`src/rtl/lvd_consts.svh`:
```
// Register offsets, field positions and reset values of the low-voltage detector control.
// Assumes inclusion by bare name from the package and the design module.
`ifndef LVD_CONSTS_SVH
`define LVD_CONSTS_SVH
`define MODE_REG_ADDR 4'h0
`define THRESH_REG_ADDR 4'h4
`define IRQ_REG_ADDR 4'h8
`define MODE_ENABLE_BIT 7
`define MODE_SOURCE_BIT 2
`define MODE_ACTION_BIT 1
`define MODE_LEVEL_BIT 0
`define IRQ_REQUEST_BIT 0
`define IRQ_MASK_BIT 1
`define IRQ_MASK_RESET 1'b1
`define IRQ_REQUEST_RESET 1'b0
`define MODE_RESET 8'h00
`define THRESH_RESET 4'h0
`define STABLE_TIME_US 10
`define CLK_MHZ 100
`define STABLE_CYCLES (`STABLE_TIME_US * `CLK_MHZ)
`endif

```
`src/rtl/lvd_pkg.sv`:
```
// Types shared by the low-voltage detector control.
// Assumes the constants header sits beside it.
`include "lvd_consts.svh"
package lvd_pkg;
   typedef struct packed {
      logic enable;
      logic source;
      logic action;
   } mode_t;
   typedef struct packed {
      logic [3:0] adr;
      logic [31:0] dat;
      logic we;
      logic [3:0] sel;
      logic cyc;
      logic stb;
   } wb_req_t;
endpackage

```
`src/rtl/lvd_ctl.sv`:
```
// Control of a low-voltage detector used as interrupt or reset source, Wishbone slave.
// Assumes the comparator output is asynchronous and is synchronised here.
//
// Design decisions made here: the register addresses and the Wishbone slave port.
`timescale 1ns/1ns
`include "lvd_consts.svh"

module lvd_ctl
   import lvd_pkg::*;
(
   input wire logic clk_in,
   input wire logic rstn_in,
   input wire logic [3:0] wb_adr_in,
   input wire logic [31:0] wb_dat_in,
   input wire logic wb_we_in,
   input wire logic [3:0] wb_sel_in,
   input wire logic wb_cyc_in,
   input wire logic wb_stb_in,
   output logic [31:0] wb_dat_out,
   output logic wb_ack_out,
   input wire logic below_async_in,
   output logic [3:0] threshold_code_out,
   output logic source_select_bit_out,
   output logic comparator_on_out,
   output logic detector_interrupt_out,
   output logic internal_reset_out
);
   wb_req_t bus_req;
   mode_t mode_q;
   mode_t mode_d;
   logic [3:0] thresh_q;
   logic [3:0] thresh_d;
   logic mask_q;
   logic mask_d;
   logic req_q;
   logic req_d;
   logic sync1_q;
   logic sync1_d;
   logic sync2_q;
   logic sync2_d;
   logic below_q;
   logic below_d;
   logic [31:0] mode_word;
   logic [31:0] thresh_word;
   logic [31:0] irq_word;
   logic [31:0] rdat_q;
   logic [31:0] rdat_d;
   logic ack_q;
   logic ack_d;
   logic irq_q;
   logic irq_d;
   logic rst_q;
   logic rst_d;
   logic on_q;
   logic on_d;
   logic src_q;
   logic src_d;
   logic [3:0] code_q;
   logic [3:0] code_d;
   logic take;
   logic wr;
   logic rd;
   logic wr_mode;
   logic wr_thresh;
   logic wr_irq;
   logic enable_clear;
   logic irq_mode;
   logic level;
   logic crossing;
   logic stop_low;
   logic event_hit;

   // Bus request fields travel together as one carrier.
   always_comb begin
      bus_req.adr = wb_adr_in;
      bus_req.dat = wb_dat_in;
      bus_req.we = wb_we_in;
      bus_req.sel = wb_sel_in;
      bus_req.cyc = wb_cyc_in;
      bus_req.stb = wb_stb_in;
   end

   // The registered ack blocks a second take of the same request.
   assign take = bus_req.cyc && bus_req.stb && !ack_q;
   assign wr = take && bus_req.we && bus_req.sel[0];
   assign rd = take && !bus_req.we;
   assign wr_mode = wr && (bus_req.adr == `MODE_REG_ADDR);
   assign wr_thresh = wr && (bus_req.adr == `THRESH_REG_ADDR);
   assign wr_irq = wr && (bus_req.adr == `IRQ_REG_ADDR);
   assign enable_clear = wr_mode && !bus_req.dat[`MODE_ENABLE_BIT];

   // Only synchronised samples feed the level flag and the edge logic.
   assign irq_mode = !mode_q.action;
   assign level = mode_q.enable && below_q;
   assign crossing = mode_q.enable && (sync2_q != below_q);
   assign stop_low = mode_q.enable && below_q && enable_clear;
   assign event_hit = (crossing && irq_mode) || stop_low;

   // Two flip-flops resolve metastability; the third holds the previous sample.
   always_comb begin
      sync1_d = below_async_in;
      sync2_d = sync1_q;
      below_d = sync2_q;
   end

   always_ff @(posedge clk_in) begin
      if (!rstn_in) begin
         sync1_q <= 1'b0;
         sync2_q <= 1'b0;
         below_q <= 1'b0;
      end else begin
         sync1_q <= sync1_d;
         sync2_q <= sync2_d;
         below_q <= below_d;
      end
   end

   always_comb begin
      mode_word = 32'h0;
      mode_word[`MODE_ENABLE_BIT] = mode_q.enable;
      mode_word[`MODE_SOURCE_BIT] = mode_q.source;
      mode_word[`MODE_ACTION_BIT] = mode_q.action;
      mode_word[`MODE_LEVEL_BIT] = level;
   end

   always_comb begin
      thresh_word = 32'h0;
      thresh_word[3:0] = thresh_q;
   end

   always_comb begin
      irq_word = 32'h0;
      irq_word[`IRQ_MASK_BIT] = mask_q;
      irq_word[`IRQ_REQUEST_BIT] = req_q;
   end

   // Ack is a one-cycle pulse for every taken request.
   always_comb begin
      ack_d = take;
   end

   always_ff @(posedge clk_in) begin
      if (!rstn_in) begin
         ack_q <= 1'b0;
      end else begin
         ack_q <= ack_d;
      end
   end

   // Read data stands with ack and reads zero outside the three registers.
   always_comb begin
      rdat_d = 32'h0;
      if (rd) begin
         case (bus_req.adr)
            `MODE_REG_ADDR: begin
               rdat_d = mode_word;
            end
            `THRESH_REG_ADDR: begin
               rdat_d = thresh_word;
            end
            `IRQ_REG_ADDR: begin
               rdat_d = irq_word;
            end
            default: begin
               rdat_d = 32'h0;
            end
         endcase
      end
   end

   always_ff @(posedge clk_in) begin
      if (!rstn_in) begin
         rdat_q <= 32'h0;
      end else begin
         rdat_q <= rdat_d;
      end
   end

   always_comb begin
      mode_d = mode_q;
      if (wr_mode) begin
         mode_d.enable = bus_req.dat[`MODE_ENABLE_BIT];
         mode_d.source = bus_req.dat[`MODE_SOURCE_BIT];
         mode_d.action = bus_req.dat[`MODE_ACTION_BIT];
      end
   end

   always_ff @(posedge clk_in) begin
      if (!rstn_in) begin
         mode_q <= '0;
      end else begin
         mode_q <= mode_d;
      end
   end

   always_comb begin
      thresh_d = thresh_q;
      if (wr_thresh) begin
         thresh_d = bus_req.dat[3:0];
      end
   end

   always_ff @(posedge clk_in) begin
      if (!rstn_in) begin
         thresh_q <= `THRESH_RESET;
      end else begin
         thresh_q <= thresh_d;
      end
   end

   // A hardware event wins over a software clear in the same cycle.
   always_comb begin
      mask_d = mask_q;
      req_d = req_q;
      if (wr_irq) begin
         mask_d = bus_req.dat[`IRQ_MASK_BIT];
         req_d = bus_req.dat[`IRQ_REQUEST_BIT];
      end
      if (event_hit) begin
         req_d = 1'b1;
      end
   end

   always_ff @(posedge clk_in) begin
      if (!rstn_in) begin
         mask_q <= `IRQ_MASK_RESET;
         req_q <= `IRQ_REQUEST_RESET;
      end else begin
         mask_q <= mask_d;
         req_q <= req_d;
      end
   end

   // The interrupt output is a one-cycle pulse per event.
   always_comb begin
      irq_d = event_hit;
   end

   always_ff @(posedge clk_in) begin
      if (!rstn_in) begin
         irq_q <= 1'b0;
      end else begin
         irq_q <= irq_d;
      end
   end

   // Internal reset follows the new mode at once, so it never outlives the enable.
   always_comb begin
      rst_d = mode_d.enable && mode_d.action && below_q;
   end

   always_ff @(posedge clk_in) begin
      if (!rstn_in) begin
         rst_q <= 1'b0;
      end else begin
         rst_q <= rst_d;
      end
   end

   // Mirror outputs show the register contents from the edge that writes them.
   always_comb begin
      on_d = mode_d.enable;
      src_d = mode_d.source;
      code_d = thresh_d;
   end

   always_ff @(posedge clk_in) begin
      if (!rstn_in) begin
         on_q <= 1'b0;
         src_q <= 1'b0;
         code_q <= `THRESH_RESET;
      end else begin
         on_q <= on_d;
         src_q <= src_d;
         code_q <= code_d;
      end
   end

   assign wb_dat_out = rdat_q;
   assign wb_ack_out = ack_q;
   assign detector_interrupt_out = irq_q;
   assign internal_reset_out = rst_q;
   assign comparator_on_out = on_q;
   assign source_select_bit_out = src_q;
   assign threshold_code_out = code_q;
endmodule

```
`config.mk`:
```
export PLATFORM = sky130hd
export DESIGN_NAME = lvd_ctl
export DESIGN_NICKNAME = d
export VERILOG_FILES = /design/src/rtl/lvd_pkg.sv /design/src/rtl/lvd_ctl.sv
export VERILOG_INCLUDE_DIRS = /design/src /design/src/rtl
export SDC_FILE = /design/constraint.sdc
export NUM_CORES = 1
export LEC_CHECK = 0
export BUFFER_PORTS_ARGS = -buffer_cell sky130_fd_sc_hd__buf_2
export CELL_PAD_IN_SITES_DETAIL_PLACEMENT = 0
export CELL_PAD_IN_SITES_GLOBAL_PLACEMENT = 1
export CORE_ASPECT_RATIO = 0.5
export CORE_MARGIN = 4
export CORE_UTILIZATION = 25
export CTS_BUF_LIST = sky130_fd_sc_hd__clkbuf_4 sky130_fd_sc_hd__clkbuf_8 sky130_fd_sc_hd__clkbuf_16
export CTS_CLUSTER_DIAMETER = 40
export DETAILED_ROUTE_END_ITERATION = 10
export GPL_TIMING_DRIVEN = 0
export PLACE_DENSITY_LB_ADDON = 0.15
export SKIP_CTS_REPAIR_TIMING = 1
export SLEW_MARGIN = 20
export SYNTH_ARGS = -nofsm -noshare
export SYNTH_HDL_FRONTEND = slang
export SYNTH_SLANG_ARGS = --single-unit
```
`constraint.sdc`:
```
create_clock -name clk_in -period 1.7 [get_ports clk_in]
set_clock_uncertainty 0.2 [all_clocks]
set_input_delay 0 -clock clk_in [delete_from_list [all_inputs] [get_ports clk_in]]
set_output_delay 0 -clock clk_in [all_outputs]
set_load 0.05 [all_outputs]
```
==> impl_metrics.env, run 1 <==
export IMPL_place_worst_setup_slack_ns=0.209
export IMPL_worst_r2r_setup_slack_ns=0.20
export IMPL_syn_area_um2=998
export IMPL_core_footprint_um2=3620
export IMPL_finalNetCount=223
export IMPL_grt_max_degree=12
export IMPL_yosys_cell_types_count=27
export IMPL_gr_usage_all_layers_pct=7.95
export IMPL_ys_dominant_reg_cell="sky130_fd_sc_hd__dfxtp_1"
export IMPL_status="completed"
export IMPL_grt_first_pass_wirelength_mm=3.20
export IMPL_postSynthCellCount=105
export IMPL_gp_routability_congestion=0.746
export IMPL_synthTopCellsByCount="27 x sky130_fd_sc_hd__buf_4, 20 x sky130_fd_sc_hd__dfxtp_1, 11 x sky130_fd_sc_hd__mux2i_1"
export IMPL_final_antenna_net_count=0
export IMPL_timing_max_cap_violations=0
export IMPL_final_layout_size_suffix_gt1_share_pct=38.1
export IMPL_clk_pin_slew_ns=0.07
export IMPL_floorplan_die_area_um2=5130
export IMPL_timing_critical_path_buf_inv=2
export IMPL_cts_buffer_depth=2
export IMPL_clockRootBuffer="sky130_fd_sc_hd__clkbuf_8"
export IMPL_row_count=15
export IMPL_power_leakage_nw=0.801
export IMPL_min_path_type="in2reg"
export IMPL_cts_htree_levels=1
export IMPL_type_of_the_worst_setup_path="in2reg"
export IMPL_drt_first_iter_violations=17
export IMPL_yosysSeqAreaShare_pct=40.1
export IMPL_end_kind="flip-flop"
export IMPL_tritoncts="built"
export IMPL_worst_endpoint_arrival_ns=1.59
export IMPL_global_route_overflow_total=0
export IMPL_finalCoreUtilization_pct=41.0
export IMPL_finalSetupTns_ns=0
export IMPL_irDropWorstVdd_mv=0.254
export IMPL_detailed_place_hpwl_mm=1.70
export IMPL_report_final_slew_viol_count=0
export IMPL_startpoint_type="input port"
export IMPL_synth_area_leader_cell="sky130_fd_sc_hd__dfxtp_1"
export IMPL_via_per_inst=3.53
export IMPL_portBuffers=28
export IMPL_cp_max_fo=3
export IMPL_floorplan_initialDensity_pct=27.6
export IMPL_ys_async_sr_fraction_pct=0
export IMPL_hold_path_cell_count=4
export IMPL_timing_critical_path_slowest_cell_delay_ns=0.54
export IMPL_diodes=0
export IMPL_setup_violations_final=0
export IMPL_drtPass1Iterations=4
export IMPL_number_of_warnings_issued_by_yosys=0
export IMPL_cp_required_ns=1.64
export IMPL_cts_inserted_buffers=3
export IMPL_cts_sinks=20
export IMPL_route_final_wire_length_mm=2.14
export IMPL_clk_latency_ns=0.25
export IMPL_grt_pass1_vias=701
export IMPL_drc=0
export IMPL_wl_per_cell_um=9.43
export IMPL_synth_enable_flop_cells=0
export IMPL_antenna_found_initial=0
export IMPL_crit_path_top_delay_cell="sky130_fd_sc_hd__dlygate4sd3_1"
export IMPL_fillers=366
export IMPL_netlist_area_leader_share_pct=40.1
export IMPL_powerDensity_nw_per_um2=737
export IMPL_area_delta_synth_final_pct=48.7
export IMPL_floorplan_io_pins=87
export IMPL_path_depth=5
export IMPL_synth_avg_cell_area_um2=9.51
export IMPL_cpLargestDelayFamily="buffers and inverters"
export IMPL_vias=801
export IMPL_final_min_period_over_clock_period_pct=96.7
export IMPL_synthMostInstantiatedCell="sky130_fd_sc_hd__buf_4"
export IMPL_final_hold_viol_count=0
export IMPL_synth_top_cells_by_area="sky130_fd_sc_hd__dfxtp_1 40%, sky130_fd_sc_hd__buf_4 20%, sky130_fd_sc_hd__mux2i_1 11%, sky130_fd_sc_hd__nor2b_1 5.0%, sky130_fd_sc_hd__nand2_1 3.0%"
export IMPL_worstPathCellList="dlygate4sd3_1 -> buf_2 -> and4bb_2 -> nand4b_1 -> a311o_1"
export IMPL_worst_r2r_path_depth=3
export IMPL_yosys_register_bits=20
export IMPL_holdWs_ns=0.0196
export IMPL_fmax_mhz=608
export IMPL_setup_slack_ns=0.0564
export IMPL_timing_final_crit_period_ns=1.64
export IMPL_die_h_um=52.7
export IMPL_die_w_um=97.4
## final cells by class
cell class / count / area (um2) / share of cell area [%]
Tap cell: 51 / 63.8 / 4.30
Sequential cell: 20 / 400 / 27.0
Buffer: 29 / 211 / 14.2
Inverter: 1 / 3.75 / 0.253
Clock buffer: 4 / 55.1 / 3.71
Timing Repair Buffer: 41 / 270 / 18.2
Multi-Input combinational cell: 81 / 480 / 32.4
## routing by layer
layer,vias up,GRT usage (%),wire [um]
li1,436,-,-
met1,326,10.8,1080
met2,37,11.5,881
met3,2,2.92,153
met4,0,2.76,19
met5,-,0,0
## logic make-up after synthesis
logic type	count (synthesis)	share of synthesized area, %
and+or+nand+nor	38	22.3
buffers and inverters	30	21.6
DFF	20	40.1
muxes	11	11.0
AOI/OAI and AO/OA	4	3.76
xor gates and xnor gates	1	0.877
other	1	0.376
## placed cells by master (no fill, tap or decap), drive strengths merged, types with 2 or more instances in the layout
cell / instances
nor3: 2
and2: 3
mux2i: 11
conb: 27
buf: 56
nor2: 6
dfxtp: 20
nand3b: 2
clkbuf: 5
nand2: 9
nand3: 2
nor2b: 8
nand4b: 2
dlygate4sd3: 13
## worst register-to-register path: stages, from the launching register on
cell	delay, ns
sky130_fd_sc_hd__dfxtp_1	0.31
sky130_fd_sc_hd__and3b_2	0.29
sky130_fd_sc_hd__nand4b_1	0.20
sky130_fd_sc_hd__a311o_1	0.40
## report_power, final
group | switching [mW] | total, mW | leakage (nW) | internal (mW)
sequential | 0.00203 | 0.475 | 0.162 | 0.473
clock | 0.149 | 0.355 | 0.0288 | 0.206
combinational | 0.175 | 0.264 | 0.611 | 0.0890
## per-stage QoR
| stage | std cells | area, um2 | total power [mW] |
|---|---|---|---|
| floorplan | 131 | 1100 | 0.694 |
| global placement | 210 | 1300 | 0.725 |
| detailed placement | 210 | 1300 | 0.725 |
| CTS | 214 | 1360 | 1.08 |
| global route | 227 | 1490 | 1.15 |
| finish | 227 | 1490 | 1.09 |
## state kept, by name (all words and copies together), names as in the netlist
register and flops:
below_d 1, threshold_code_out 4, detector_interrupt_out 1, wb_ack_out 1, sync1_q 1, mask_q 1
below_q 1, req_q 1, mode_q 3, internal_reset_out 1, wb_dat_out 5
## worst paths after layout
check / start / endpoint
max: wb_adr_in[0] / req_q
min: wb_cyc_in / wb_ack_out
max reg2reg: wb_ack_out / req_q
min reg2reg: sync1_q / below_d
Note: power is estimated with default switching activity, not from simulation.
==> inputs of run 2 (changes only) <==
--- a/config.mk
+++ b/config.mk
@@ -16,7 +16,7 @@
 export CTS_CLUSTER_DIAMETER = 40
 export DETAILED_ROUTE_END_ITERATION = 10
 export GPL_TIMING_DRIVEN = 0
-export PLACE_DENSITY_LB_ADDON = 0.15
+export PLACE_DENSITY_LB_ADDON = 0.05
 export SKIP_CTS_REPAIR_TIMING = 1
 export SLEW_MARGIN = 20
 export SYNTH_ARGS = -nofsm -noshare
==> run 2 against run 1 <==
Sequential power hardly changed. The flow now finishes with violations (hold timing). Via count rose by 2.5%. Fmax up 1.9%. Final cell count stayed put. Critical path depth unchanged. Sequential share of layout area unchanged. Critical endpoint unchanged. Clock-buffer cell count unchanged.
==> impl_metrics.env, run 2 (synthesis results as in run 1) <==
export IMPL_status="finished, violations left"
export IMPL_violated_checks="hold timing"
export IMPL_drtPass1Iterations=2
export IMPL_end_kind="flip-flop"
export IMPL_timing_max_cap_violations=0
export IMPL_timing_critical_path_buf_inv=2
export IMPL_detailed_place_hpwl_mm=1.74
export IMPL_global_route_overflow_total=0
export IMPL_cts_sinks=20
export IMPL_rsz0062_at_grt="false"
export IMPL_gr_usage_all_layers_pct=8.59
export IMPL_placed_cells_incl_taps=210
export IMPL_commonest_non_fill_non_tap_cell_in_the_layout="sky130_fd_sc_hd__buf_2"
export IMPL_hold_start="wb_cyc_in"
export IMPL_antenna_found_initial=0
export IMPL_timing_final_crit_period_ns=1.61
export IMPL_via_per_inst=3.62
export IMPL_setup_violations_final=0
export IMPL_crit_path_top_delay_cell="sky130_fd_sc_hd__dlygate4sd3_1"
export IMPL_vias=821
export IMPL_placed_cell_area_um2=1300
export IMPL_final_layout_size_suffix_gt1_share_pct=38.1
export IMPL_clk_latency_ns=0.26
export IMPL_place_worst_setup_slack_ns=0.205
export IMPL_grt_pass1_vias=747
export IMPL_irDropWorstVdd_mv=0.238
export IMPL_final_antenna_net_count=0
export IMPL_min_path_type="in2reg"
export IMPL_cpLargestDelayFamily="buffers and inverters"
export IMPL_worstPathCellList="dlygate4sd3_1 -> buf_2 -> and4bb_2 -> nand4b_1 -> a311o_1"
export IMPL_grt_max_degree=12
export IMPL_seqCellArea_um2=400
export IMPL_drt_first_iter_violations=9
export IMPL_area_delta_synth_final_pct=48.7
export IMPL_powerDensity_nw_per_um2=745
export IMPL_floorplan_initialDensity_pct=27.6
export IMPL_finalSetupTns_ns=0
export IMPL_cp_required_ns=1.65
export IMPL_core_footprint_um2=3620
export IMPL_clk_pin_slew_ns=0.08
export IMPL_wl_per_cell_um=9.90
export IMPL_power_leakage_nw=0.801
export IMPL_cts_buffer_depth=2
export IMPL_route_final_wire_length_mm=2.25
export IMPL_mostFrequentLayoutCells="29 x sky130_fd_sc_hd__buf_2, 27 x sky130_fd_sc_hd__buf_4, 27 x sky130_fd_sc_hd__conb_1"
export IMPL_worst_endpoint_arrival_ns=1.57
export IMPL_report_final_slew_viol_count=0
export IMPL_floorplan_die_area_um2=5130
export IMPL_largest_reg_flops=5
export IMPL_cts_htree_levels=1
export IMPL_floorplan_io_pins=87
export IMPL_gp_routability_congestion=0.727
export IMPL_diodes=0
export IMPL_startpoint_type="input port"
export IMPL_grt_first_pass_wirelength_mm=3.41
export IMPL_post_route_cell_area_um2=1490
export IMPL_row_count=15
export IMPL_critPathLaunch="wb_adr_in[0]"
export IMPL_type_of_the_worst_setup_path="in2reg"
export IMPL_final_min_period_over_clock_period_pct=94.9
export IMPL_final_hold_viol_count=1
export IMPL_fmax_mhz=620
export IMPL_clockRootBuffer="sky130_fd_sc_hd__clkbuf_8"
export IMPL_die_h_um=52.7
export IMPL_drc=0
export IMPL_multiInputGateArea_um2=480
export IMPL_finalCoreUtilization_pct=41.0
export IMPL_timing_critical_path_slowest_cell_delay_ns=0.53
export IMPL_finish_cell_count_without_fillers=227
export IMPL_finalNetCount=223
export IMPL_cp_max_fo=3
export IMPL_startpoint_of_the_lowest_slack_register_to_register_path="wb_ack_out"
export IMPL_die_w_um=97.4
export IMPL_tritoncts="built"
export IMPL_setup_slack_ns=0.0865
export IMPL_holdWs_ns=-0.0000225
export IMPL_cts_inserted_buffers=3
export IMPL_fillers=382
export IMPL_portBuffers=28
-- run 2: cell counts in the layout (fill, tap and decap cells not counted) --
Identical to the previous run, type by type.
-- run 2: stage by stage --
stage | hold WS [ns] | power [mW]
floorplan | -0.0869 | 0.694
global placement | 0.00890 | 0.725
detailed placement | 0.0117 | 0.725
CTS | -0.261 | 1.09
global route | 0.0439 | 1.16
finish | -0.0000225 | 1.11
-- run 2: worst reg2reg max path, stage by stage, from the launching register on --
cell	delay, ns
sky130_fd_sc_hd__dfxtp_1	0.31
sky130_fd_sc_hd__and3b_2	0.28
sky130_fd_sc_hd__nand4b_1	0.19
sky130_fd_sc_hd__a311o_1	0.40
-- run 2: report_power, final --
| group | switching, mW | internal [mW] |
|---|---|---|
| Sequential | 0.00191 | 0.472 |
| Combinational | 0.176 | 0.0890 |
| Clock | 0.160 | 0.206 |
| Total | 0.338 | 0.768 |
-- run 2: worst paths after layout --
check,depth (start not counted),slack [ns],end
worst min register to register,1,0.24,below_d
worst max-delay path,5,0.09,req_q
worst max register to register,3,0.21,req_q
worst min-delay path,4,-0.00002,wb_ack_out
-- run 2: routing by layer --
metal	part of all wire, %	global-route usage, %	vias to the layer above
li1	-	-	438
met1	49	10.7	340
met2	42	12.2	41
met3	9.5	4.25	2
met4	0.36	4.14	0
met5	0	0	-
-- run 2: final cells by class --
cell class	instances	area share, %
clock buffer	4	3.71
multi-input combinational	81	32.4
sequential	20	27.0
timing repair buffer	41	18.2
buffer	29	14.2
tap	51	4.30
inverter	1	0.253
